--- src/hw/ssr_pkg.sv ---
// ssr_pkg: constants for the status reporting block
// assumes: single clock domain, no register bus; selectors come from the command parser
package ssr_pkg;

   ////////////////////////////////////////////////////////////////////////////
   // widths
   localparam int OPW = 16;
   localparam int STW = 8;

   ////////////////////////////////////////////////////////////////////////////
   // register selectors for read and write access
   localparam logic [3:0] SEL_OPERATION_GROUP_COND = 4'h0;
   localparam logic [3:0] SEL_OPERATION_GROUP_EVT  = 4'h1;
   localparam logic [3:0] SEL_OPERATION_GROUP_ENB  = 4'h2;
   localparam logic [3:0] SEL_QUESTIONABLE_GROUP_COND = 4'h3;
   localparam logic [3:0] SEL_QUESTIONABLE_GROUP_EVT  = 4'h4;
   localparam logic [3:0] SEL_QUESTIONABLE_GROUP_ENB  = 4'h5;
   localparam logic [3:0] SEL_STD_COND  = 4'h6;
   localparam logic [3:0] SEL_STD_EVT   = 4'h7;
   localparam logic [3:0] SEL_STD_ENB   = 4'h8;
   localparam logic [3:0] SEL_SRQ_ENB   = 4'h9;
   localparam logic [3:0] SEL_STB       = 4'hA;

   ////////////////////////////////////////////////////////////////////////////
   // operation group bit positions
   localparam int OP_WTG     = 5;
   localparam int OP_ARMED   = 6;
   localparam int OP_CV      = 8;
   localparam int OP_TR_DONE = 9;
   localparam int OP_CC      = 10;
   localparam int OP_SMPL    = 11;
   localparam int OP_LS_DONE = 12;
   localparam int OP_LS_RUN  = 14;
   // bits 9 and 12 travel only through the event path
   localparam logic [15:0] OPERATION_GROUP_COND_RD_MASK = 16'h4D60;

   ////////////////////////////////////////////////////////////////////////////
   // questionable group bit positions
   localparam int QS_CUR_MODE = 0;
   localparam int QS_VLT_MODE = 1;
   localparam int QS_THERM    = 3;
   localparam int QS_SLAVE    = 6;
   localparam int QS_VPROT    = 12;
   localparam int QS_IPROT    = 13;
   localparam int QS_SINK     = 14;
   localparam logic [15:0] QUESTIONABLE_GROUP_USED_MASK = 16'h704B;

   ////////////////////////////////////////////////////////////////////////////
   // status byte bit positions and reset values
   localparam int SB_ERRQ = 3;
   localparam int SB_MAV  = 4;
   localparam int SB_ESB  = 5;
   localparam int SB_RQS  = 6;
   localparam int SB_OPERATION_GROUP = 7;
   localparam logic [7:0]  SB_RQS_MASK = 8'hBF;
   localparam logic [15:0] ENB_RST     = 16'h0000;
   localparam logic [7:0]  STB_RST     = 8'h00;

   ////////////////////////////////////////////////////////////////////////////
   // instrument status pins, synchronised as one group
   typedef struct packed {
      logic trig_enabled;
      logic ext_trig_src;
      logic trig_in;
      logic transient_armed;
      logic cv_mode;
      logic transient_done;
      logic cc_mode;
      logic sample_done;
      logic list_done;
      logic list_running;
      logic current_mode;
      logic voltage_mode;
      logic thermal_err;
      logic slave_fault;
      logic vprot_err;
      logic iprot_err;
      logic ext_ref;
      logic sinking;
   } ssr_pins_t;

endpackage : ssr_pkg

--- src/hw/ssr_event_group.sv ---
// ssr_event_group: condition edge detect, event latch and enable mask
// assumes: cond_i is synchronous to clk_i; ce_i low freezes all state
`timescale 1ns/1ps
module ssr_event_group #(
   parameter int W = 16
) (
   // clock and reset
   input  wire logic         clk_i,
   input  wire logic         arst_n_i,
   input  wire logic         ce_i,
   // condition and access
   input  wire logic [W-1:0] cond_i,
   input  wire logic         en_wr_i,
   input  wire logic [W-1:0] en_data_i,
   input  wire logic         evt_clr_i,
   // results
   output logic      [W-1:0] evt_o,
   output logic      [W-1:0] en_o,
   output logic              sum_o
);

   logic [W-1:0] prev_r;
   logic [W-1:0] evt_r;
   logic [W-1:0] en_r;
   logic [W-1:0] rise;

   assign rise  = cond_i & ~prev_r;
   assign evt_o = evt_r;
   assign en_o  = en_r;
   assign sum_o = |(evt_r & en_r);

   always_ff @(posedge clk_i or negedge arst_n_i) begin
      if (!arst_n_i) begin
         prev_r <= '0;
      end else if (ce_i) begin
         prev_r <= cond_i;
      end
   end

   // new rising edge wins over a clearing read
   always_ff @(posedge clk_i or negedge arst_n_i) begin
      if (!arst_n_i) begin
         evt_r <= '0;
      end else if (ce_i) begin
         evt_r <= (evt_clr_i ? '0 : evt_r) | rise;
      end
   end

   always_ff @(posedge clk_i or negedge arst_n_i) begin
      if (!arst_n_i) begin
         en_r <= '0;
      end else if (ce_i && en_wr_i) begin
         en_r <= en_data_i;
      end
   end
endmodule : ssr_event_group

--- src/hw/ssr_status_top.sv ---
// ssr_status_top: instrument status reporting, groups, status byte and service request
// assumes: status pins are asynchronous; parser strobes, std_cond_i and queue flags share clk_i
//
// Functional notes
// - status byte bit 3 stays zero while no error is queued and no enabled questionable event is latched.
// - status byte bit 4 set while a query answer waits in output buffer.
// - operation and questionable are 16 bits; standard event and request 8.
// - each condition register has an event register and an enable mask.
// - event bit latches only on a zero to one condition transition.
// - reading an event register returns it, then clears all its bits except those rising in that cycle.
// - enabled questionable event sets questionable summary at status byte bit 3.
// - request byte ANDed with enable except bit 6; OR goes to bit 6.
// - service request line active whenever status byte bit 6 is one.
// - status byte bit 3 set while error and event queue is nonempty.
// - operation condition bits 0 to 4, 7, 13, 15 read zero.
// - operation bit 5 trigger enabled; external low trigger holds it until high.
// - operation bits 6, 8, 10, 11, 14 flag armed, CV, CC, sample, list.
// - operation bits 9 and 12 are event-only, unreadable in condition.
// - questionable bit 0 current mode, bit 1 voltage mode.
// - questionable bit 3 thermal error, bit 6 slave fault.
// - questionable bit 12 voltage protect, 13 current protect, 14 sinking.
// - protection error under external reference sets both bits 12 and 13.
// - questionable bits 2, 4, 5, 7 to 11, 15 read zero.
`timescale 1ns/1ps
module ssr_status_top (
   // clock and reset
   input  wire logic                   clk_i,
   input  wire logic                   arst_n_i,
   input  wire logic                   ce_i,
   // trigger and operating state pins
   input  wire logic                   trig_enabled_i,
   input  wire logic                   ext_trig_src_i,
   input  wire logic                   trig_in_i,
   input  wire logic                   transient_armed_i,
   input  wire logic                   cv_mode_i,
   input  wire logic                   transient_done_i,
   input  wire logic                   cc_mode_i,
   input  wire logic                   sample_done_i,
   input  wire logic                   list_done_i,
   input  wire logic                   list_running_i,
   // fault and mode pins
   input  wire logic                   current_mode_i,
   input  wire logic                   voltage_mode_i,
   input  wire logic                   thermal_err_i,
   input  wire logic                   slave_fault_i,
   input  wire logic                   vprot_err_i,
   input  wire logic                   iprot_err_i,
   input  wire logic                   ext_ref_i,
   input  wire logic                   sinking_i,
   // parser side conditions
   input  wire logic [ssr_pkg::STW-1:0] std_cond_i,
   input  wire logic                   err_queue_nonempty_i,
   input  wire logic                   out_msg_avail_i,
   // register access
   input  wire logic                   rd_en_i,
   input  wire logic [3:0]             rd_sel_i,
   input  wire logic                   wr_en_i,
   input  wire logic [3:0]             wr_sel_i,
   input  wire logic [ssr_pkg::OPW-1:0] wr_data_i,
   input  wire logic                   spoll_i,
   // results
   output logic      [ssr_pkg::OPW-1:0] rd_data_o,
   output logic      [ssr_pkg::STW-1:0] spoll_data_o,
   output logic                        srq_o
);
   import ssr_pkg::*;

   function automatic logic sel_hit(input logic en, input logic [3:0] sel, input logic [3:0] code);
      sel_hit = en && (sel == code);
   endfunction : sel_hit

   ////////////////////////////////////////////////////////////////////////////
   // pin synchroniser
   ssr_pins_t pins_raw;
   ssr_pins_t pins_meta_r;
   ssr_pins_t pins_sync_r;

   assign pins_raw = '{trig_enabled: trig_enabled_i, ext_trig_src: ext_trig_src_i,
                       trig_in: trig_in_i, transient_armed: transient_armed_i,
                       cv_mode: cv_mode_i, transient_done: transient_done_i,
                       cc_mode: cc_mode_i, sample_done: sample_done_i,
                       list_done: list_done_i, list_running: list_running_i,
                       current_mode: current_mode_i, voltage_mode: voltage_mode_i,
                       thermal_err: thermal_err_i, slave_fault: slave_fault_i,
                       vprot_err: vprot_err_i, iprot_err: iprot_err_i,
                       ext_ref: ext_ref_i, sinking: sinking_i};

   always_ff @(posedge clk_i or negedge arst_n_i) begin
      if (!arst_n_i) begin
         pins_meta_r <= '0;
         pins_sync_r <= '0;
      end else if (ce_i) begin
         pins_meta_r <= pins_raw;
         pins_sync_r <= pins_meta_r;
      end
   end

   ////////////////////////////////////////////////////////////////////////////
   // trigger wait hold
   logic wait_hold_r;
   logic trigger_wait_flag;

   always_ff @(posedge clk_i or negedge arst_n_i) begin
      if (!arst_n_i) begin
         wait_hold_r <= 1'b0;
      end else if (ce_i) begin
         if (pins_sync_r.trig_in) begin
            wait_hold_r <= 1'b0;
         end else if (pins_sync_r.trig_enabled && pins_sync_r.ext_trig_src) begin
            wait_hold_r <= 1'b1;
         end
      end
   end

   assign trigger_wait_flag = pins_sync_r.trig_enabled | wait_hold_r;

   ////////////////////////////////////////////////////////////////////////////
   // condition registers
   logic [OPW-1:0] operation_condition;
   logic [OPW-1:0] questionable_condition;
   logic           prot_both;

   assign prot_both = pins_sync_r.ext_ref && (pins_sync_r.vprot_err || pins_sync_r.iprot_err);

   always_comb begin
      operation_condition             = '0;
      operation_condition[OP_WTG]     = trigger_wait_flag;
      operation_condition[OP_ARMED]   = pins_sync_r.transient_armed;
      operation_condition[OP_CV]      = pins_sync_r.cv_mode;
      operation_condition[OP_TR_DONE] = pins_sync_r.transient_done;
      operation_condition[OP_CC]      = pins_sync_r.cc_mode;
      operation_condition[OP_SMPL]    = pins_sync_r.sample_done;
      operation_condition[OP_LS_DONE] = pins_sync_r.list_done;
      operation_condition[OP_LS_RUN]  = pins_sync_r.list_running;
   end

   always_comb begin
      questionable_condition              = '0;
      questionable_condition[QS_CUR_MODE] = pins_sync_r.current_mode;
      questionable_condition[QS_VLT_MODE] = pins_sync_r.voltage_mode;
      questionable_condition[QS_THERM]    = pins_sync_r.thermal_err;
      questionable_condition[QS_SLAVE]    = pins_sync_r.slave_fault;
      questionable_condition[QS_VPROT]    = pins_sync_r.vprot_err | prot_both;
      questionable_condition[QS_IPROT]    = pins_sync_r.iprot_err | prot_both;
      questionable_condition[QS_SINK]     = pins_sync_r.sinking;
   end

   ////////////////////////////////////////////////////////////////////////////
   // event groups
   logic [OPW-1:0] operation_group_evt;
   logic [OPW-1:0] operation_group_en;
   logic [OPW-1:0] questionable_group_evt;
   logic [OPW-1:0] questionable_mask_reg;
   logic [STW-1:0] std_evt;
   logic [STW-1:0] std_en;
   logic           operation_group_sum;
   logic           questionable_group_sum;
   logic           std_sum;

   ssr_event_group #(.W(OPW)) u_operation_group (
      .clk_i     (clk_i),
      .arst_n_i  (arst_n_i),
      .ce_i      (ce_i),
      .cond_i    (operation_condition),
      .en_wr_i   (sel_hit(wr_en_i, wr_sel_i, SEL_OPERATION_GROUP_ENB)),
      .en_data_i (wr_data_i),
      .evt_clr_i (sel_hit(rd_en_i, rd_sel_i, SEL_OPERATION_GROUP_EVT)),
      .evt_o     (operation_group_evt),
      .en_o      (operation_group_en),
      .sum_o     (operation_group_sum)
   );

   ssr_event_group #(.W(OPW)) u_questionable_group (
      .clk_i     (clk_i),
      .arst_n_i  (arst_n_i),
      .ce_i      (ce_i),
      .cond_i    (questionable_condition),
      .en_wr_i   (sel_hit(wr_en_i, wr_sel_i, SEL_QUESTIONABLE_GROUP_ENB)),
      .en_data_i (wr_data_i),
      .evt_clr_i (sel_hit(rd_en_i, rd_sel_i, SEL_QUESTIONABLE_GROUP_EVT)),
      .evt_o     (questionable_group_evt),
      .en_o      (questionable_mask_reg),
      .sum_o     (questionable_group_sum)
   );

   ssr_event_group #(.W(STW)) u_std_group (
      .clk_i     (clk_i),
      .arst_n_i  (arst_n_i),
      .ce_i      (ce_i),
      .cond_i    (std_cond_i),
      .en_wr_i   (sel_hit(wr_en_i, wr_sel_i, SEL_STD_ENB)),
      .en_data_i (wr_data_i[STW-1:0]),
      .evt_clr_i (sel_hit(rd_en_i, rd_sel_i, SEL_STD_EVT)),
      .evt_o     (std_evt),
      .en_o      (std_en),
      .sum_o     (std_sum)
   );

   ////////////////////////////////////////////////////////////////////////////
   // status byte and service request
   logic [STW-1:0] srq_en_r;
   logic [STW-1:0] sb_base;
   logic [STW-1:0] sb_nxt;
   logic [STW-1:0] sb_r;
   logic           srq_r;

   always_ff @(posedge clk_i or negedge arst_n_i) begin
      if (!arst_n_i) begin
         srq_en_r <= ENB_RST[STW-1:0];
      end else if (ce_i && sel_hit(wr_en_i, wr_sel_i, SEL_SRQ_ENB)) begin
         srq_en_r <= wr_data_i[STW-1:0] & SB_RQS_MASK;
      end
   end

   always_comb begin
      sb_base          = '0;
      sb_base[SB_ERRQ] = err_queue_nonempty_i | questionable_group_sum;
      sb_base[SB_MAV]  = out_msg_avail_i;
      sb_base[SB_ESB]  = std_sum;
      sb_base[SB_OPERATION_GROUP] = operation_group_sum;
      sb_nxt           = sb_base;
      sb_nxt[SB_RQS]   = |(sb_base & srq_en_r & SB_RQS_MASK);
   end

   always_ff @(posedge clk_i or negedge arst_n_i) begin
      if (!arst_n_i) begin
         sb_r  <= STB_RST;
         srq_r <= 1'b0;
      end else if (ce_i) begin
         sb_r  <= sb_nxt;
         srq_r <= sb_nxt[SB_RQS];
      end
   end

   assign srq_o = srq_r;

   ////////////////////////////////////////////////////////////////////////////
   // read port and serial poll
   logic [OPW-1:0] rd_data_r;
   logic [STW-1:0] spoll_r;

   always_ff @(posedge clk_i or negedge arst_n_i) begin
      if (!arst_n_i) begin
         rd_data_r <= '0;
      end else if (ce_i && rd_en_i) begin
         unique case (rd_sel_i)
            SEL_OPERATION_GROUP_COND: rd_data_r <= operation_condition & OPERATION_GROUP_COND_RD_MASK;
            SEL_OPERATION_GROUP_EVT:  rd_data_r <= operation_group_evt;
            SEL_OPERATION_GROUP_ENB:  rd_data_r <= operation_group_en;
            SEL_QUESTIONABLE_GROUP_COND: rd_data_r <= questionable_condition & QUESTIONABLE_GROUP_USED_MASK;
            SEL_QUESTIONABLE_GROUP_EVT:  rd_data_r <= questionable_group_evt;
            SEL_QUESTIONABLE_GROUP_ENB:  rd_data_r <= questionable_mask_reg;
            SEL_STD_COND:  rd_data_r <= {8'h00, std_cond_i};
            SEL_STD_EVT:   rd_data_r <= {8'h00, std_evt};
            SEL_STD_ENB:   rd_data_r <= {8'h00, std_en};
            SEL_SRQ_ENB:   rd_data_r <= {8'h00, srq_en_r};
            SEL_STB:       rd_data_r <= {8'h00, sb_r};
            default:       rd_data_r <= '0;
         endcase
      end
   end

   always_ff @(posedge clk_i or negedge arst_n_i) begin
      if (!arst_n_i) begin
         spoll_r <= STB_RST;
      end else if (ce_i && spoll_i) begin
         spoll_r <= sb_r;
      end
   end

   assign rd_data_o    = rd_data_r;
   assign spoll_data_o = spoll_r;
endmodule : ssr_status_top

--- config.mk ---
export PLATFORM = sky130hd
export DESIGN_NAME = ssr_status_top
export DESIGN_NICKNAME = d
export VERILOG_FILES = /design/src/hw/ssr_pkg.sv /design/src/hw/ssr_event_group.sv /design/src/hw/ssr_status_top.sv
export SDC_FILE = /design/constraint.sdc
export NUM_CORES = 1
export LEC_CHECK = 0
export BUFFER_PORTS_ARGS = -buffer_cell sky130_fd_sc_hd__buf_2
export CORE_AREA = 2 2 142 144
export CTS_CLUSTER_SIZE = 12
export DETAILED_ROUTE_END_ITERATION = 8
export DIE_AREA = 0 0 144 146
export HOLD_SLACK_MARGIN = 0.1
export PLACE_DENSITY = 0.65
export SETUP_SLACK_MARGIN = 0.02
export SLEW_MARGIN = 5
export SYNTH_ARGS = -nofsm -noshare
export SYNTH_HDL_FRONTEND = slang
export SYNTH_SLANG_ARGS = --single-unit
--- constraint.sdc ---
create_clock -name clk_i -period 4.2 [get_ports clk_i]
set_input_delay 0.42 -clock clk_i [delete_from_list [all_inputs] [get_ports clk_i]]
set_output_delay 0.42 -clock clk_i [all_outputs]
set_load 0.02 [all_outputs]
-- Word-level counts from Yosys, hierarchy flattened
Index checks and enable logic that the tools add are counted.
- equality and inequality tests: 14
- muxes and demuxes: 6
- bitwise gates (word level): 17
- reduce and logical (&&, ||, !) cells: 23
- operators with widths (operator ; count):
    case mux 16 bit (11 select lines) ; 1
    AND 15 x 16 -> 16 bit ; 2
    AND 16 bit ; 2
    two-way mux 16 bit ; 2
    inverter 15 -> 16 bit ; 2
    bitwise OR 16 bit ; 2
    OR reduction 16 bit ; 2
    AND 8 bit ; 3
    == test 4 x 3 -> 1 bit (second input constant) ; 5
    == test 4 bit (second input constant) ; 5
    logical AND 1 bit ; 15
    == test 4 x 2 -> 1 bit (second input constant) ; 3
    two-way mux 8 bit ; 1
    inverter 8 bit ; 1
    bitwise OR 8 bit ; 1
    OR reduction 8 bit ; 1
    OR reduction 7 bit ; 1
    == test 4 x 1 -> 1 bit (second input constant) ; 1
    zero test 4 bit ; 1
    bitwise OR 1 bit ; 4
    two-way mux 1 bit ; 2
    AND reduction 2 bit ; 1
    nonzero test 2 bit ; 1
    logical OR 1 bit ; 1
- bits in registers: 174
- bits of input ports: 58
- output and inout port bits: 25
- word-level logic and storage cells: 111

-- Depth between registers and ports, before layout
Gate-level depths: netlist (run 1).
- word-level depth: 5
- depth in mapped cells: 7
- mapped depth without buffers: 4

-- By module
A second synthesis (run 1) with hierarchy kept.
- cell total of the unflattened synthesis: 705
- area total of the unflattened synthesis: 8644.5 um^2
- by module, submodules not included (module ; instances ; cells each ; area each (um^2) ; seq. area each (um^2)):
    ssr_status_top ; 1 ; 339 ; 3926.3 ; 1751.7
    ssr_event_group at u_operation_group ... ; 2 ; 146 ; 1866.8 ; 1201.2
    ssr_event_group at u_std_group ; 1 ; 74 ; 984.7 ; 600.6

-- Worst setup path after synthesis (run 1)
OpenSTA, ideal clock, no wires.
- path kind: in2reg
- from: input port wr_sel_i[2]
- to: register u_std_group.en_r[0] (netlist: u_std_group.en_o[0])
- setup time: 125 ps
- data arrival time: 1588 ps
- data required time: 4075 ps
- setup slack: 2487 ps
- stages: 5
- path buffers: 1
- cells stage by stage: and2b_1 > nand2_1 > or4b_1 > buf_4 > mux2_4
- cells in the longest elaborated chain, start to end: 3
- ends and longest elaborated chain (item ; RTL line ; RTL):
    start, declared ; ssr_status_top.sv:58 ; input wire logic [3:0] wr_sel_i,
    == test 4 bit ; ssr_status_top.sv:69 ; sel_hit = en && (sel == code);
    logical AND 1 bit ; ssr_status_top.sv:69 ;
    logical AND 1 bit ; ssr_event_group.sv:52 ; end else if (ce_i && en_wr_i) begin
    end signal, assigned ; ssr_event_group.sv:53 ; en_r <= en_data_i;
    end, declared ; ssr_event_group.sv:24 ; logic [W-1:0] en_r;
Every way passes these cells.
A chain may end at the register's enable or synchronous reset.

-- Worst setup path after layout (run 1)
- from: input port rd_sel_i[0]
- to: register u_operation_group.evt_r[9] (netlist: u_operation_group.evt_o[9])
- cells in the longest elaborated chain, start to end: 4
- ends and longest elaborated chain (item ; RTL line ; RTL):
    start, declared ; ssr_status_top.sv:56 ; input wire logic [3:0] rd_sel_i,
    == test 4 x 1 -> 1 bit ; ssr_status_top.sv:69 ;
    logical AND 1 bit ; ssr_status_top.sv:69 ;
    two-way mux 16 bit ; ssr_event_group.sv:45 ; evt_r <= (evt_clr_i ? '0 : evt_r) | rise;
    bitwise OR 16 bit ; ssr_event_group.sv:45 ;
    end signal, assigned ; ssr_event_group.sv:45 ;
    end, declared ; ssr_event_group.sv:23 ; logic [W-1:0] evt_r;
Every way passes these cells.

==> results.md, run 1 <==
- Setup repair after global routing left no endpoint under its margin.
- The max-capacitance violation count is 0.
- The number of hold violations in the final report is 0.
- Hold timing on the final database bottoms out at a slack of 0.221 ns.
- The overall die area is around 21000 um^2.
- After synthesis, the cell types taking the most area are dfrtp_1 (57%), mux2_2 (15%), o21ai_0 (4.1%), nand2_1 (3.5%), a22oi_1 (2.5%).
- The cell count after synthesis is a little under 600.
- After detailed routing, the number of remaining DRC violations is 0.
- The multiplexer fraction of the synthesized cell area is 18.3%.
- Entering global routing, the biggest net connects 80 pins.
- Synthesis inferred 156 register bits.
- The average footprint of a synthesized cell is 11.9 um^2.
- The synthesized design devotes to its leading area cell type a little under three fifths of total area.
- The clock passes through at most 2 buffers.
- The number of nets in the layout is 704.
- The highest-delay cell along the critical path is buf_2.
- Summing the areas of all compound-gate instances in the mapped netlist gives roughly an eighth of the synthesized area.
- The first global-routing pass estimated between 20000 and 30000 um of wire.
- The number of global-route vias before repair is 4800.
- Wires add up to 17000 um.
- Clock-pin slew was measured on the worst setup and hold paths at around 0.06 ns.
- The critical path goes through buf_2 > nor2b_1 > nand4_1 > nand2_1 > o21ai_0.
- The type of destination of the critical path is a flop.
- The final-layout fill cell count is 1845.
- The kind of path behind the tightest hold check is input port to flop.
- The total half-perimeter wirelength after legalization and detailed placement is 11900 um.
- STA classifies the critical path startpoint as an input port.
- The flow ran to the end, and the final reports show no timing, DRC or antenna violations.
- The adder and majority gate portion of the synthesized area is 0%.
- The total power consumption of the routed design is 0.00399 W.
- The total non-filler cell area in the finished layout is 8070 um^2.
- Routability-driven placement finished with a final weighted congestion of 0.831.
- Of the synthesized area, sequential elements account for 56.8%.
- The classification of the worst setup path is input port to flop.
- The share of synthesized registers carrying an async set or reset is 100%.
- The quantity of gates resized following cts is 0.
- In the synthesized netlist, the cells that appear most often are dfrtp_1 (156), mux2_2 (91), nand2_1 (65).
- The layout overhead on the synthesized area is 17.4%.
- The yosys synthesis warning count is 0.
- The count of buffers inserted at the top-level ports is 79.
- In this run the static leakage power is 3.69 nW.
- The placement row count is 51.
- The final global-route overflow total is 0.
- The horizontal die dimension is around 140 um.
- Once placement finished, the instance area stood at 7490 um^2.
- The kind of cell with the highest combined delay along the critical path is simple AND/OR/NAND/NOR gates.
- After Yosys synthesis, XOR and XNOR cells account for 0% of the synthesized area.
- The number of clock sinks is 156.
- The count of buffer and inverter cells on the critical path is 1.
- Static timing analysis puts the maximum clock frequency at around 0.49 GHz.
- The cell area power density is ~500 nW/um^2.
- The biggest area contributor in the post-synthesis netlist is dfrtp_1.
- The count of distinct cell types in the synthesized netlist is 45.
- The worst stage delay on the critical path is 0.60 ns.
- Across the routed clock network, the largest skew measured is around 0.0084 ns.
- The insertion delay of the later-clocked pin in the worst-skew pair is 0.42 ns.
- The number of antenna violations at the first check in global routing is 1.
- The final number of setup-violating endpoints is 0.
- The share of the clock period used by the worst path is 48.7%.
- After synthesis the cells add up to 6880 um^2.
- By area, the combinational part of the netlist is dominated by multiplexers.
- The critical path data required time is 4.51 ns.
- Summing over every cut layer, the via total after detailed routing is 4798.
- The final critical path time including I/O delays and setup is 2.05 ns.
- The chip height is 146 um.
- After detailed routing, the number of vias per cell comes to 5.20.
- The routed length per instance is 18.4 um.
- The simple-gate portion of the synthesized area is around 7.7%.
- The H-tree was split into 4 levels.
- TritonCTS built the clock tree.
- The number of antenna diodes in the final layout is 0.
- The max-slew violation count is 0.
- The cell at the root of the clock tree is clkbuf_16.
- The critical path data arrival time is 2.35 ns.
- 83 I/O pins were placed.
- The DRC marker count from the first detailed-route iteration is 340.
- The count of antenna-violating nets left after detailed routing is 0.
- The first-pass iteration count of the detailed router is 5.
- The relative max-transition margin is 36.7%.
- The total routing usage reported by global routing is 16.9%.
- The accumulated negative setup slack is 0 ns.
- The main flop type after synthesis is dfrtp_1.
- The number of synthesized flops with an enable pin is 0.
- The total area inside the core boundary comes to slightly below 20000 um^2.
- The worst-case IR drop observed on VDD is between 0.2 and 0.25 mV.
- TritonCTS created 17 clock buffers.
- The effective utilization at floorplan is 35.6%.
- Of all nets on the critical path, the largest fanout is 38.
- Cells fill 41.8% of the core in the end.
- The post-route netlist has 32.5% of its cells at a drive strength greater than 1.
- The actual slew at the worst max-slew pin is 0.947 ns.
- The most common cell in the synthesized netlist is dfrtp_1.
[worst reg2reg max path: cells and delay by family (launching register included)]
family	cells	cell delay, ns
DFF	1	0.42
AOI/OAI and AO/OA	3	0.48
muxes	1	0.48
[where the power goes]
part | total, W | internal [W] | switching, W
clock | 0.00149 | 0.000874 | 0.000621
combinational | 0.000585 | 0.000288 | 0.000297
sequential | 0.00191 | 0.00173 | 0.000179
total | 0.00399 | 0.00290 | 0.00110
[placed cells by master, fill, tap and decap left out, types with 4 or more instances in the layout]
cell / n
inv_1: 25
dfrtp_1: 156
nand3b_1: 4
nand4_1: 4
mux2_4: 8
nor2b_1: 6
buf_2: 77
o21ai_0: 56
a2bb2oi_1: 7
nand3_1: 5
nor3b_1: 5
a22o_1: 8
a32oi_1: 4
a22oi_1: 23
a21oi_1: 10
mux2i_1: 9
nor2_1: 13
a221oi_1: 5
clkbuf_16: 17
buf_4: 4
clkinv_4: 4
mux2_2: 91
nand2_1: 65
a21o_1: 4
[layout make-up]
cell class              count  area, um^2  share of cell area (%)
clock inverters            13         143                    1.77
repair buffers             84         457                    5.66
clock buffers              18         429                    5.32
flip-flops and latches    156        3900                    48.3
inverters                  25        93.8                    1.16
well taps                 265         332                    4.11
multi-input cells         362        2720                    33.6
[path summary, 6_finish.rpt]
| path | from | end | slack, ns | cells past startpoint |
|---|---|---|---|---|
| max | rd_sel_i[0] | u_operation_group.evt_o[9]$_DFFE_PN0P_ | 2.15 | 5 |
| min | trig_enabled_i | pins_meta_r[17]$_DFFE_PN0P_ | 0.22 | 2 |
| max reg2reg | u_std_group.evt_o[0]$_DFFE_PN0P_ | rd_data_o[0]$_DFFE_PN0P_ | 2.68 | 4 |
| min reg2reg | u_std_group.prev_r[0]$_DFFE_PN0P_ | u_std_group.evt_o[0]$_DFFE_PN0P_ | 0.45 | 1 |
| max in group asynchronous | arst_n_i | operation_condition[11]$_DFFE_PN0P_ | 2.74 | 3 |
| min in group asynchronous | arst_n_i | u_std_group.prev_r[5]$_DFFE_PN0P_ | 0.61 | 2 |
[logic make-up after synthesis]
| kind of cell | Yosys count |
|---|---|
| AO/OA/AOI/OAI | 138 |
| buffers and inverters | 61 |
| flip-flops | 156 |
| multiplexers | 109 |
| other | 1 |
| AND/OR/NAND/NOR | 112 |
[flip-flops by register name, indices dropped and copies added (netlist names)]
| name | flops |
|---|---|
| srq_en_r | 7 |
| u_questionable_group.evt_o | 7 |
| operation_condition | 7 |
| u_questionable_group.prev_r | 7 |
| u_operation_group.en_o | 16 |
| sb_r | 5 |
| u_std_group.en_o | 8 |
| wait_hold_r | 1 |
| u_operation_group.evt_o | 8 |
| u_std_group.evt_o | 8 |
| rd_data_o | 16 |
| pins_sync_r | 11 |
| pins_meta_r | 18 |
| u_std_group.prev_r | 8 |
| u_questionable_group.en_o | 16 |
| spoll_data_o | 5 |
| u_operation_group.prev_r | 8 |
[routing by layer]
| layer | up-vias | track usage (%) | routed length (um) |
|---|---|---|---|
| met5 | - | 0 | 0 |
| met2 | 138 | 25.3 | 7780 |
| met1 | 2426 | 24.2 | 7960 |
| met3 | 18 | 4.28 | 971 |
| met4 | 0 | 5.34 | 269 |
| li1 | 2216 | - | - |
[repair_timing]
action / 4_1_cts / 5_1_grt
endpoints found under the setup margin: 0 / 0
endpoints found under the hold margin: 77 / 0
hold buffers: 1 / 0
setup buffers: 0 / 0
[per-stage QoR]
step	cells	worst slack, ns
floorplan	579	2.49
global placement	891	1.76
detailed placement	891	1.72
CTS	923	2.19
global route	923	1.93
finish	923	2.15
No activity file was read; power rests on OpenSTA's default activity.
==> inputs of run 2 (changes only) <==
--- a/config.mk
+++ b/config.mk
@@ -5,6 +5,7 @@
 export SDC_FILE = /design/constraint.sdc
 export NUM_CORES = 1
 export LEC_CHECK = 0
+export ABC_AREA = 1
 export BUFFER_PORTS_ARGS = -buffer_cell sky130_fd_sc_hd__buf_2
 export CORE_AREA = 2 2 142 144
 export CTS_CLUSTER_SIZE = 12
==> constraint.sdc (replaced) <==
create_clock -name clk_i -period 2.1 [get_ports clk_i]
set_input_delay 0.21 -clock clk_i [delete_from_list [all_inputs] [get_ports clk_i]]
set_output_delay 0.21 -clock clk_i [all_outputs]
set_load 0.02 [all_outputs]
==> run 2 against run 1 <==
Cell area is 6.5% higher. Register-to-register slack worse by 1.9 ns. Synthesized area is 0.44% higher. Combinational power is 85% higher. First-iteration DRC count is 18% higher. Global-route usage is 1.8 points higher. Sequential power is 94% higher. Cell count is 37% higher. Via count is 24% higher. Clock skew is 0.0026 ns lower. Count of clock-buffer cells in the layout is 2 higher. Critical path depth is 1 higher. Critical endpoint is now rd_data_o[5]$_DFFE_PN0P_.
==> results.md, run 2 <==
- The total routing usage reported by global routing is 18.7% (+1.8 points).
- The max-slew violation count is 0 (unchanged).
- The synthesis-stage register bit count is 156 (unchanged).
- The first-pass iteration count of the detailed router came to 5 (unchanged).
- The ratio of cells with drive above 1 in the final layout is 15.1% (-17 points).
- The largest area contributor in the synthesized netlist is dfrtp_1.
- nand2_1 is the most common cell in the netlist.
- The cell area power density is 933 nW/um^2 (+89%).
- The number of hold violations in the final report is 0 (unchanged).
- The share of synthesized registers carrying an async set or reset came to 100% (unchanged).
- The relative max-transition margin is 58.5% (+22 points).
- The number of antenna violations at the first check in global routing is 0 (-1).
- The quantity of gates resized following cts is 0 (unchanged).
- The final global-route overflow total is 0 (unchanged).
- The final number of setup-violating endpoints is 0 (unchanged).
- The worst-case clock buffer depth is 2 (unchanged).
- The number of global-route vias before repair is 5817 (+21%).
- The kind of path behind the tightest hold check is input port to flop.
- The critical path data arrival time came to 1.63 ns (-0.72 ns).
- The critical path data required time is 2.41 ns (-2.10 ns).
- The startpoint identified for the worst hold timing path is wr_data_i[4].
- The layout overhead on the synthesized area is 24.5%.
- The count of distinct cell types in the synthesized netlist was 25 (-44%).
- The startpoint of the worst register-to-register path is wait_hold_r$_DFFE_PN0P_.
- The filler-free cell count of the finished design is 1264 (+37%).
- The final critical path time including I/O delays and setup is 1.32 ns.
- The total half-perimeter wirelength after legalization and detailed placement is 12700 um (+6.8%).
- The hold path depth came to 3 (+1).
- TritonCTS built the clock tree.
- The worst setup path is of the flop to flop kind.
- The share of the clock period used by the worst path is 62.9%.
- The placement row count was 51 (unchanged).
- The netlist area before placement was 6910 um^2 (+0.44%).
- The core box area was 19300 um^2 (unchanged).
- The number of flip-flops under the largest register name was 18 (unchanged).
- The effective utilization at floorplan was 35.7% (+0.16 points).
- The worst ir drop on vdd came to 0.587 mV (+150%).
- The cell depth of the worst flop-to-flop path is 6 (+2).
- The horizontal die dimension came to 144 um (unchanged).
- The placer's final routability congestion estimate is 0.931 (+12%).
- The number of vias per cell is 4.71 (-9.4%).
- The accumulated negative setup slack is 0 ns (unchanged).
- By area the synthesized netlist is led by dfrtp_1 (57%), nand2_1 (23%), o21ai_0 (5.4%), inv_1 (3.1%), nor2_1 (2.3%).
- The number of nets in the layout is 1044 (+48%).
- STA classifies the critical path endpoint as a flop.
- The upper clock frequency limit is 0.757 GHz.
- The yosys synthesis warning count came to 0 (unchanged).
- The cell at the root of the clock tree is clkbuf_16.
- Setup repair after global routing left no endpoint under its margin.
- The count of antenna-violating nets left after detailed routing is 0 (unchanged).
- The total via count after detailed routing came to 5952 (+24%).
- The number of synthesized flops with an enable pin was 0 (unchanged).
- The sequential-to-total area share from yosys stat is 56.5% (-0.25 points).
- The run finished with clean final reports.
- The first-pass GRT wire length is 30300 um (+12%).
- The number of clock sinks came to 156 (unchanged).
- The final-layout fill cell count is 1935 (+4.9%).
- The commonest non-fill, non-tap cell in the layout is nand2_1.
- The worst clock skew on the final layout is 0.00578 ns (-0.00261 ns).
- The detailed-route DRC error count is 0 (unchanged).
- The sort of element at the start of the critical path is a flop.
- The max-capacitance violation count is 0 (unchanged).
- The H-tree depth is 4 (unchanged).
- The final routed wirelength across all metal layers is 18600 um (+9.6%).
- In the synthesized netlist the dominant register cell turns out to be dfrtp_1.
- The number of inserted diodes was 0 (unchanged).
- The actual slew at the worst max-slew pin was 0.619 ns (-0.329 ns).
- The routed length per instance is 14.7 um (-20%).
- The maximum number of pins on one net before global-route repair is 78 (-2.5%).
- The clock-pin slew reported for the worst setup and hold paths after clock tree synthesis is 0.06 ns (about the same).
- The share of the synthesized area in the top cell type is 56.5% (-0.25 points).
- The register with the most flip-flops is pins_meta_r.
- The count of buffers inserted at the top-level ports is 79 (unchanged).
- The chip height is 146 um (unchanged).
- The number of primary I/O pins is 83 (unchanged).
- In the layout the commonest cells are nand2_1 (417), dfrtp_1 (156), buf_2 (78).
- The average footprint of a synthesized cell is 7.96 um^2 (-33%).
- The insertion delay of the later-clocked pin in the worst-skew pair was 0.42 ns (about the same).
- The maximum fanout count along the critical path is 3 (-92%).
- The overall die area was 21000 um^2 (unchanged).
- The cell count after synthesis came to 868 (+50%).
- Ranked by instance count, the synthesized netlist is headed by nand2_1 (417), dfrtp_1 (156), o21ai_0 (75).
- The most critical setup path has its startpoint at wait_hold_r$_DFFE_PN0P_.
- The DRC marker count from the first detailed-route iteration came to 401 (+18%).
- The placed instance count is 1196 (+34%).
- The leakage power of the design is 4.59 nW (+24%).
- The number of buffers inserted during clock tree synthesis is 17 (unchanged).
==> run 2: changes by cell type in the layout (fill, tap and decap cells not counted), moves of 14 or more <==
| cell | change |
|---|---|
| nand2_1 | +352 |
| mux2_2 | -91 |
| dlygate4sd3_1 | +35 |
| inv_1 | +32 |
| nor2_1 | +29 |
| a22oi_1 | -23 |
| nand3_1 | +23 |
| o21ai_0 | +19 |
| o22ai_1 | +14 |
==> run 2: through the flow <==
step	area, um^2	total power (W)	utilization, %	setup slack [ns]	hold slack [ns]
2_1_floorplan	6910	0.00432	-	0.978	-0.0856
3_3_place_gp	7610	0.00475	39.4	0.517	0.228
3_5_place_dp	7610	0.00478	39.4	0.417	0.230
4_1_cts	8600	0.00808	44.5	0.842	0.108
5_1_grt	8600	0.00843	44.5	0.695	0.121
6_report	8600	0.00802	44.5	0.779	0.121
==> run 2: cells by family after synthesis <==
| group | after synthesis | synth area share [%] |
|---|---|---|
| compound gates | 104 | 7.88 |
| buf+inv | 93 | 5.62 |
| flops | 156 | 56.5 |
| other cells | 1 | 0.0543 |
| simple gates | 514 | 29.9 |
==> run 2: final cells by class <==
cell class | count | area (um^2) | area share, %
tap | 265 | 332 | 3.86
clock inverter | 12 | 161 | 1.88
timing repair buffer | 127 | 877 | 10.2
clock buffer | 20 | 467 | 5.43
sequential | 156 | 3900 | 45.4
inverter | 63 | 236 | 2.75
multi-input combinational | 621 | 2620 | 30.5
==> run 2: power breakdown <==
group / internal (W) / leakage [nW] / switching [W]
Clock: 0.00198 / 0.299 / 0.00126
Sequential: 0.00341 / 1.91 / 0.000295
Combinational: 0.000402 / 2.38 / 0.000677
==> run 2: worst max-delay path, stage by stage, from the launching register on <==
cell	delay, ns
dfrtp_1	0.38
nor2_1	0.24
nor2_1	0.09
nor2_1	0.22
nand3_1	0.14
nand2_1	0.08
nand2_1	0.05
==> run 2: worst paths after layout <==
| check | slack [ns] | to |
|---|---|---|
| worst max-delay path | 0.78 | rd_data_o[5]$_DFFE_PN0P_ |
| min in group asynchronous | 0.32 | u_operation_group.en_o[2]$_DFFE_PN0P_ |
| worst max register to register | 0.78 | rd_data_o[5]$_DFFE_PN0P_ |
| max in group asynchronous | 1.12 | pins_meta_r[17]$_DFFE_PN0P_ |
| worst min register to register | 0.46 | u_std_group.evt_o[6]$_DFFE_PN0P_ |
| worst min-delay path | 0.12 | u_questionable_group.en_o[4]$_DFFE_PN0P_ |
==> run 2: metal layers <==
layer,wire length (um),share of wire [%],GRT usage (%)
met4,351,1.9,6.52
met2,8670,47,29.1
met5,0,0,0
met3,823,4.4,3.75
met1,8760,47,26.1
==> run 2: timing repair <==
item | in CTS | in global routing
hold buffers | 36 | 0
setup endpoints to repair | 0 | 0
hold endpoints to repair | 100 | 0
buffers inserted | 0 | 0
==> inputs of run 3 (changes only) <==
==> constraint.sdc (replaced) <==
create_clock -name clk_i -period 1.39 [get_ports clk_i]
set_input_delay 0.139 -clock clk_i [delete_from_list [all_inputs] [get_ports clk_i]]
set_output_delay 0.139 -clock clk_i [all_outputs]
set_load 0.02 [all_outputs]
==> run 3 against run 2 <==
Cell count grew 2.0%. Die area unchanged. Clock skew grew 0.0011 ns. Non-clock buffer count is 25 higher. Via count grew 1.6%. Routed wire length about the same. Sequential cell count unchanged. Clock power rose by 48%.
==> results.md, run 3 (synthesized netlist as in run 2, its figures left out) <==
- The flow ran to the end, and the final reports show no timing, DRC or antenna violations.
- The core box area is 19300 um^2 (unchanged).
- The number of nets in the layout is 1069 (+2.4%).
- The critical path data arrival time is 1.54 ns (-0.09 ns).
- The max-capacitance violation count was 0 (unchanged).
- The clock-pin slew reported for the worst setup and hold paths after clock tree synthesis is 0.06 ns (about the same).
- The share of the clock period used by the worst path was 87.6% (+25 points).
- The register with the most flip-flops is pins_meta_r.
- The worst ir drop on vdd is 0.806 mV (+37%).
- The buffer count from post-CTS setup fixing was 0 (unchanged).
- The final global-route overflow total is 0 (unchanged).
- The number of inserted diodes is 0 (unchanged).
- Relative to the synthesized area, the layout overhead comes to 27.9%.
- The total non-filler cell area in the finished layout was 8830 um^2 (+2.7%).
- The overall die area is 21000 um^2 (unchanged).
- The DRC marker count from the first detailed-route iteration was 507 (+26%).
- The final number of setup-violating endpoints came to 0 (unchanged).
- The number of antenna violations at the first check in global routing is 0 (unchanged).
- The cell area power density came to 1370 nW/um^2 (+46%).
- The worst-case clock buffer depth is 2 (unchanged).
- The number of primary I/O pins is 83 (unchanged).
- The chip height came to 146 um (unchanged).
- The horizontal die dimension is 144 um (unchanged).
- The worst setup path is captured at a flop.
- The library cell used most frequently in the layout, excluding fill and tap cells, is nand2_1.
- The count of antenna-violating nets left after detailed routing is 0 (unchanged).
- The number of flip-flops under the largest register name is 18 (unchanged).
- The count of buffers inserted at the top-level ports was 79 (unchanged).
- Setup repair after global routing left no endpoint under its margin.
- The kind of path behind the tightest hold check is input port to flop.
- The maximum number of pins on one net before global-route repair is 55 (-29%).
- TritonCTS built the clock tree.
- The critical path data required time is 1.71 ns (-0.70 ns).
- The placement row count came to 51 (unchanged).
- The upper clock frequency limit was 0.821 GHz (+8.5%).
- The first-pass GRT wire length is 30400 um (+0.25%).
- The number of hold violations in the final report is 0 (unchanged).
- The total half-perimeter wirelength after legalization and detailed placement was 13100 um (+2.9%).
- The maximum fanout count along the critical path is 3 (unchanged).
- The insertion delay of the later-clocked pin in the worst-skew pair was 0.43 ns (about the same).
- The library cells used most frequently in the layout, excluding fill and tap cells, are nand2_1 (417), dfrtp_1 (156), buf_2 (78).
- The final routed wirelength across all metal layers is 18600 um (about the same).
- The sort of element at the start of the critical path is a flop.
- The leakage power of the design came to 4.71 nW (+2.8%).
- The effective utilization at floorplan is 35.7% (unchanged).
- The total via count after detailed routing was 6050 (+1.6%).
- The number of buffers inserted during clock tree synthesis came to 17 (unchanged).
- The number of clock sinks is 156 (unchanged).
- The total routing usage reported by global routing was 18.7% (about the same).
- The number of global-route vias before repair is 5930 (+1.9%).
- The max-slew violation count was 0 (unchanged).
- The routed length per instance came to 14.4 um (-2.0%).
- The H-tree depth came to 4 (unchanged).
- The number of vias per cell is 4.69 (-0.32%).
- The first-pass iteration count of the detailed router is 6 (+1).
- The cell at the root of the clock tree is clkbuf_16.
- The cell area after placement is 7800 um^2 (+2.4%).
- The placer's final routability congestion estimate is 0.916 (-1.6%).
- The worst clock skew on the final layout is 0.00685 ns (+0.00108 ns).
- The detailed-route DRC error count is 0 (unchanged).
- The ratio of cells with drive above 1 in the final layout was 16.5% (+1.4 points).
- The final critical path time including I/O delays and setup is 1.22 ns (-0.103 ns).
- The accumulated negative setup slack is 0 ns (unchanged).
- The worst setup path is of the flop to flop kind.
[run 3: where the power goes]
part / switching (W) / internal (W) / total [W]
combinational: 0.00102 / 0.000669 / 0.00169
sequential: 0.000453 / 0.00516 / 0.00561
clock: 0.00198 / 0.00278 / 0.00477
[run 3: layout make-up]
class                   instances  area (um^2)
multi-input cells             621         2620
well taps                     265          332
repair buffers                152         1130
fillers                      1930        10500
inverters                      63          236
flip-flops and latches        156         3900
clock inverters                13          153
clock buffers                  19          453
[run 3: per-layer routing]
| metal | share of wire [%] | track usage (%) | up-vias |
|---|---|---|---|
| met5 | 0 | 0 | - |
| met4 | 1.9 | 6.37 | 0 |
| met3 | 5.6 | 3.39 | 24 |
| met2 | 46 | 29.7 | 189 |
| met1 | 46 | 25.9 | 2846 |
| li1 | - | - | 2991 |
[run 3: path summary, 6_finish.rpt]
path / startpoint / endpoint / slack, ns / cells past startpoint
max reg2reg: u_operation_group.evt_o[5]$_DFFE_PN0P_ / sb_r[6]$_DFFE_PN0P_ / 0.17 / 8
max in group asynchronous: arst_n_i / spoll_data_o[4]$_DFFE_PN0P_ / 0.68 / 3
max: u_operation_group.evt_o[5]$_DFFE_PN0P_ / sb_r[6]$_DFFE_PN0P_ / 0.17 / 8
min reg2reg: u_std_group.prev_r[1]$_DFFE_PN0P_ / u_std_group.evt_o[1]$_DFFE_PN0P_ / 0.46 / 1
min in group asynchronous: arst_n_i / rd_data_o[15]$_DFFE_PN0P_ / 0.16 / 2
min: wr_data_i[3] / u_operation_group.en_o[3]$_DFFE_PN0P_ / 0.14 / 3
[run 3: what timing repair did]
item | 4_1_cts | 5_1_grt
setup endpoints to repair | 0 | 0
gates resized for setup | 0 | 0
hold endpoints to repair | 235 | 0
hold buffers | 43 | 0
[run 3: critical path, stage by stage, from the launching register on]
cell and delay, ns:
dfrtp_1 0.43, nand2_1 0.12, nand2_1 0.06, nor2_1 0.08, nand2_1 0.08, nand2_1 0.11
nand2_1 0.06, nor2_1 0.13, nor2_1 0.05
[run 3: per-stage QoR]
stage	cells	setup WS, ns	utilization [%]	power, W	hold slack [ns]
after floorplan	870	0.339	-	0.00653	-0.157
after global placement	1214	0.0822	40.3	0.00724	0.0517
after detailed placement	1214	0.0534	40.3	0.00729	0.0523
after CTS	1289	0.183	45.7	0.0122	0.119
after global routing	1289	0.0497	45.7	0.0127	0.137
final	1289	0.173	45.7	0.0121	0.143
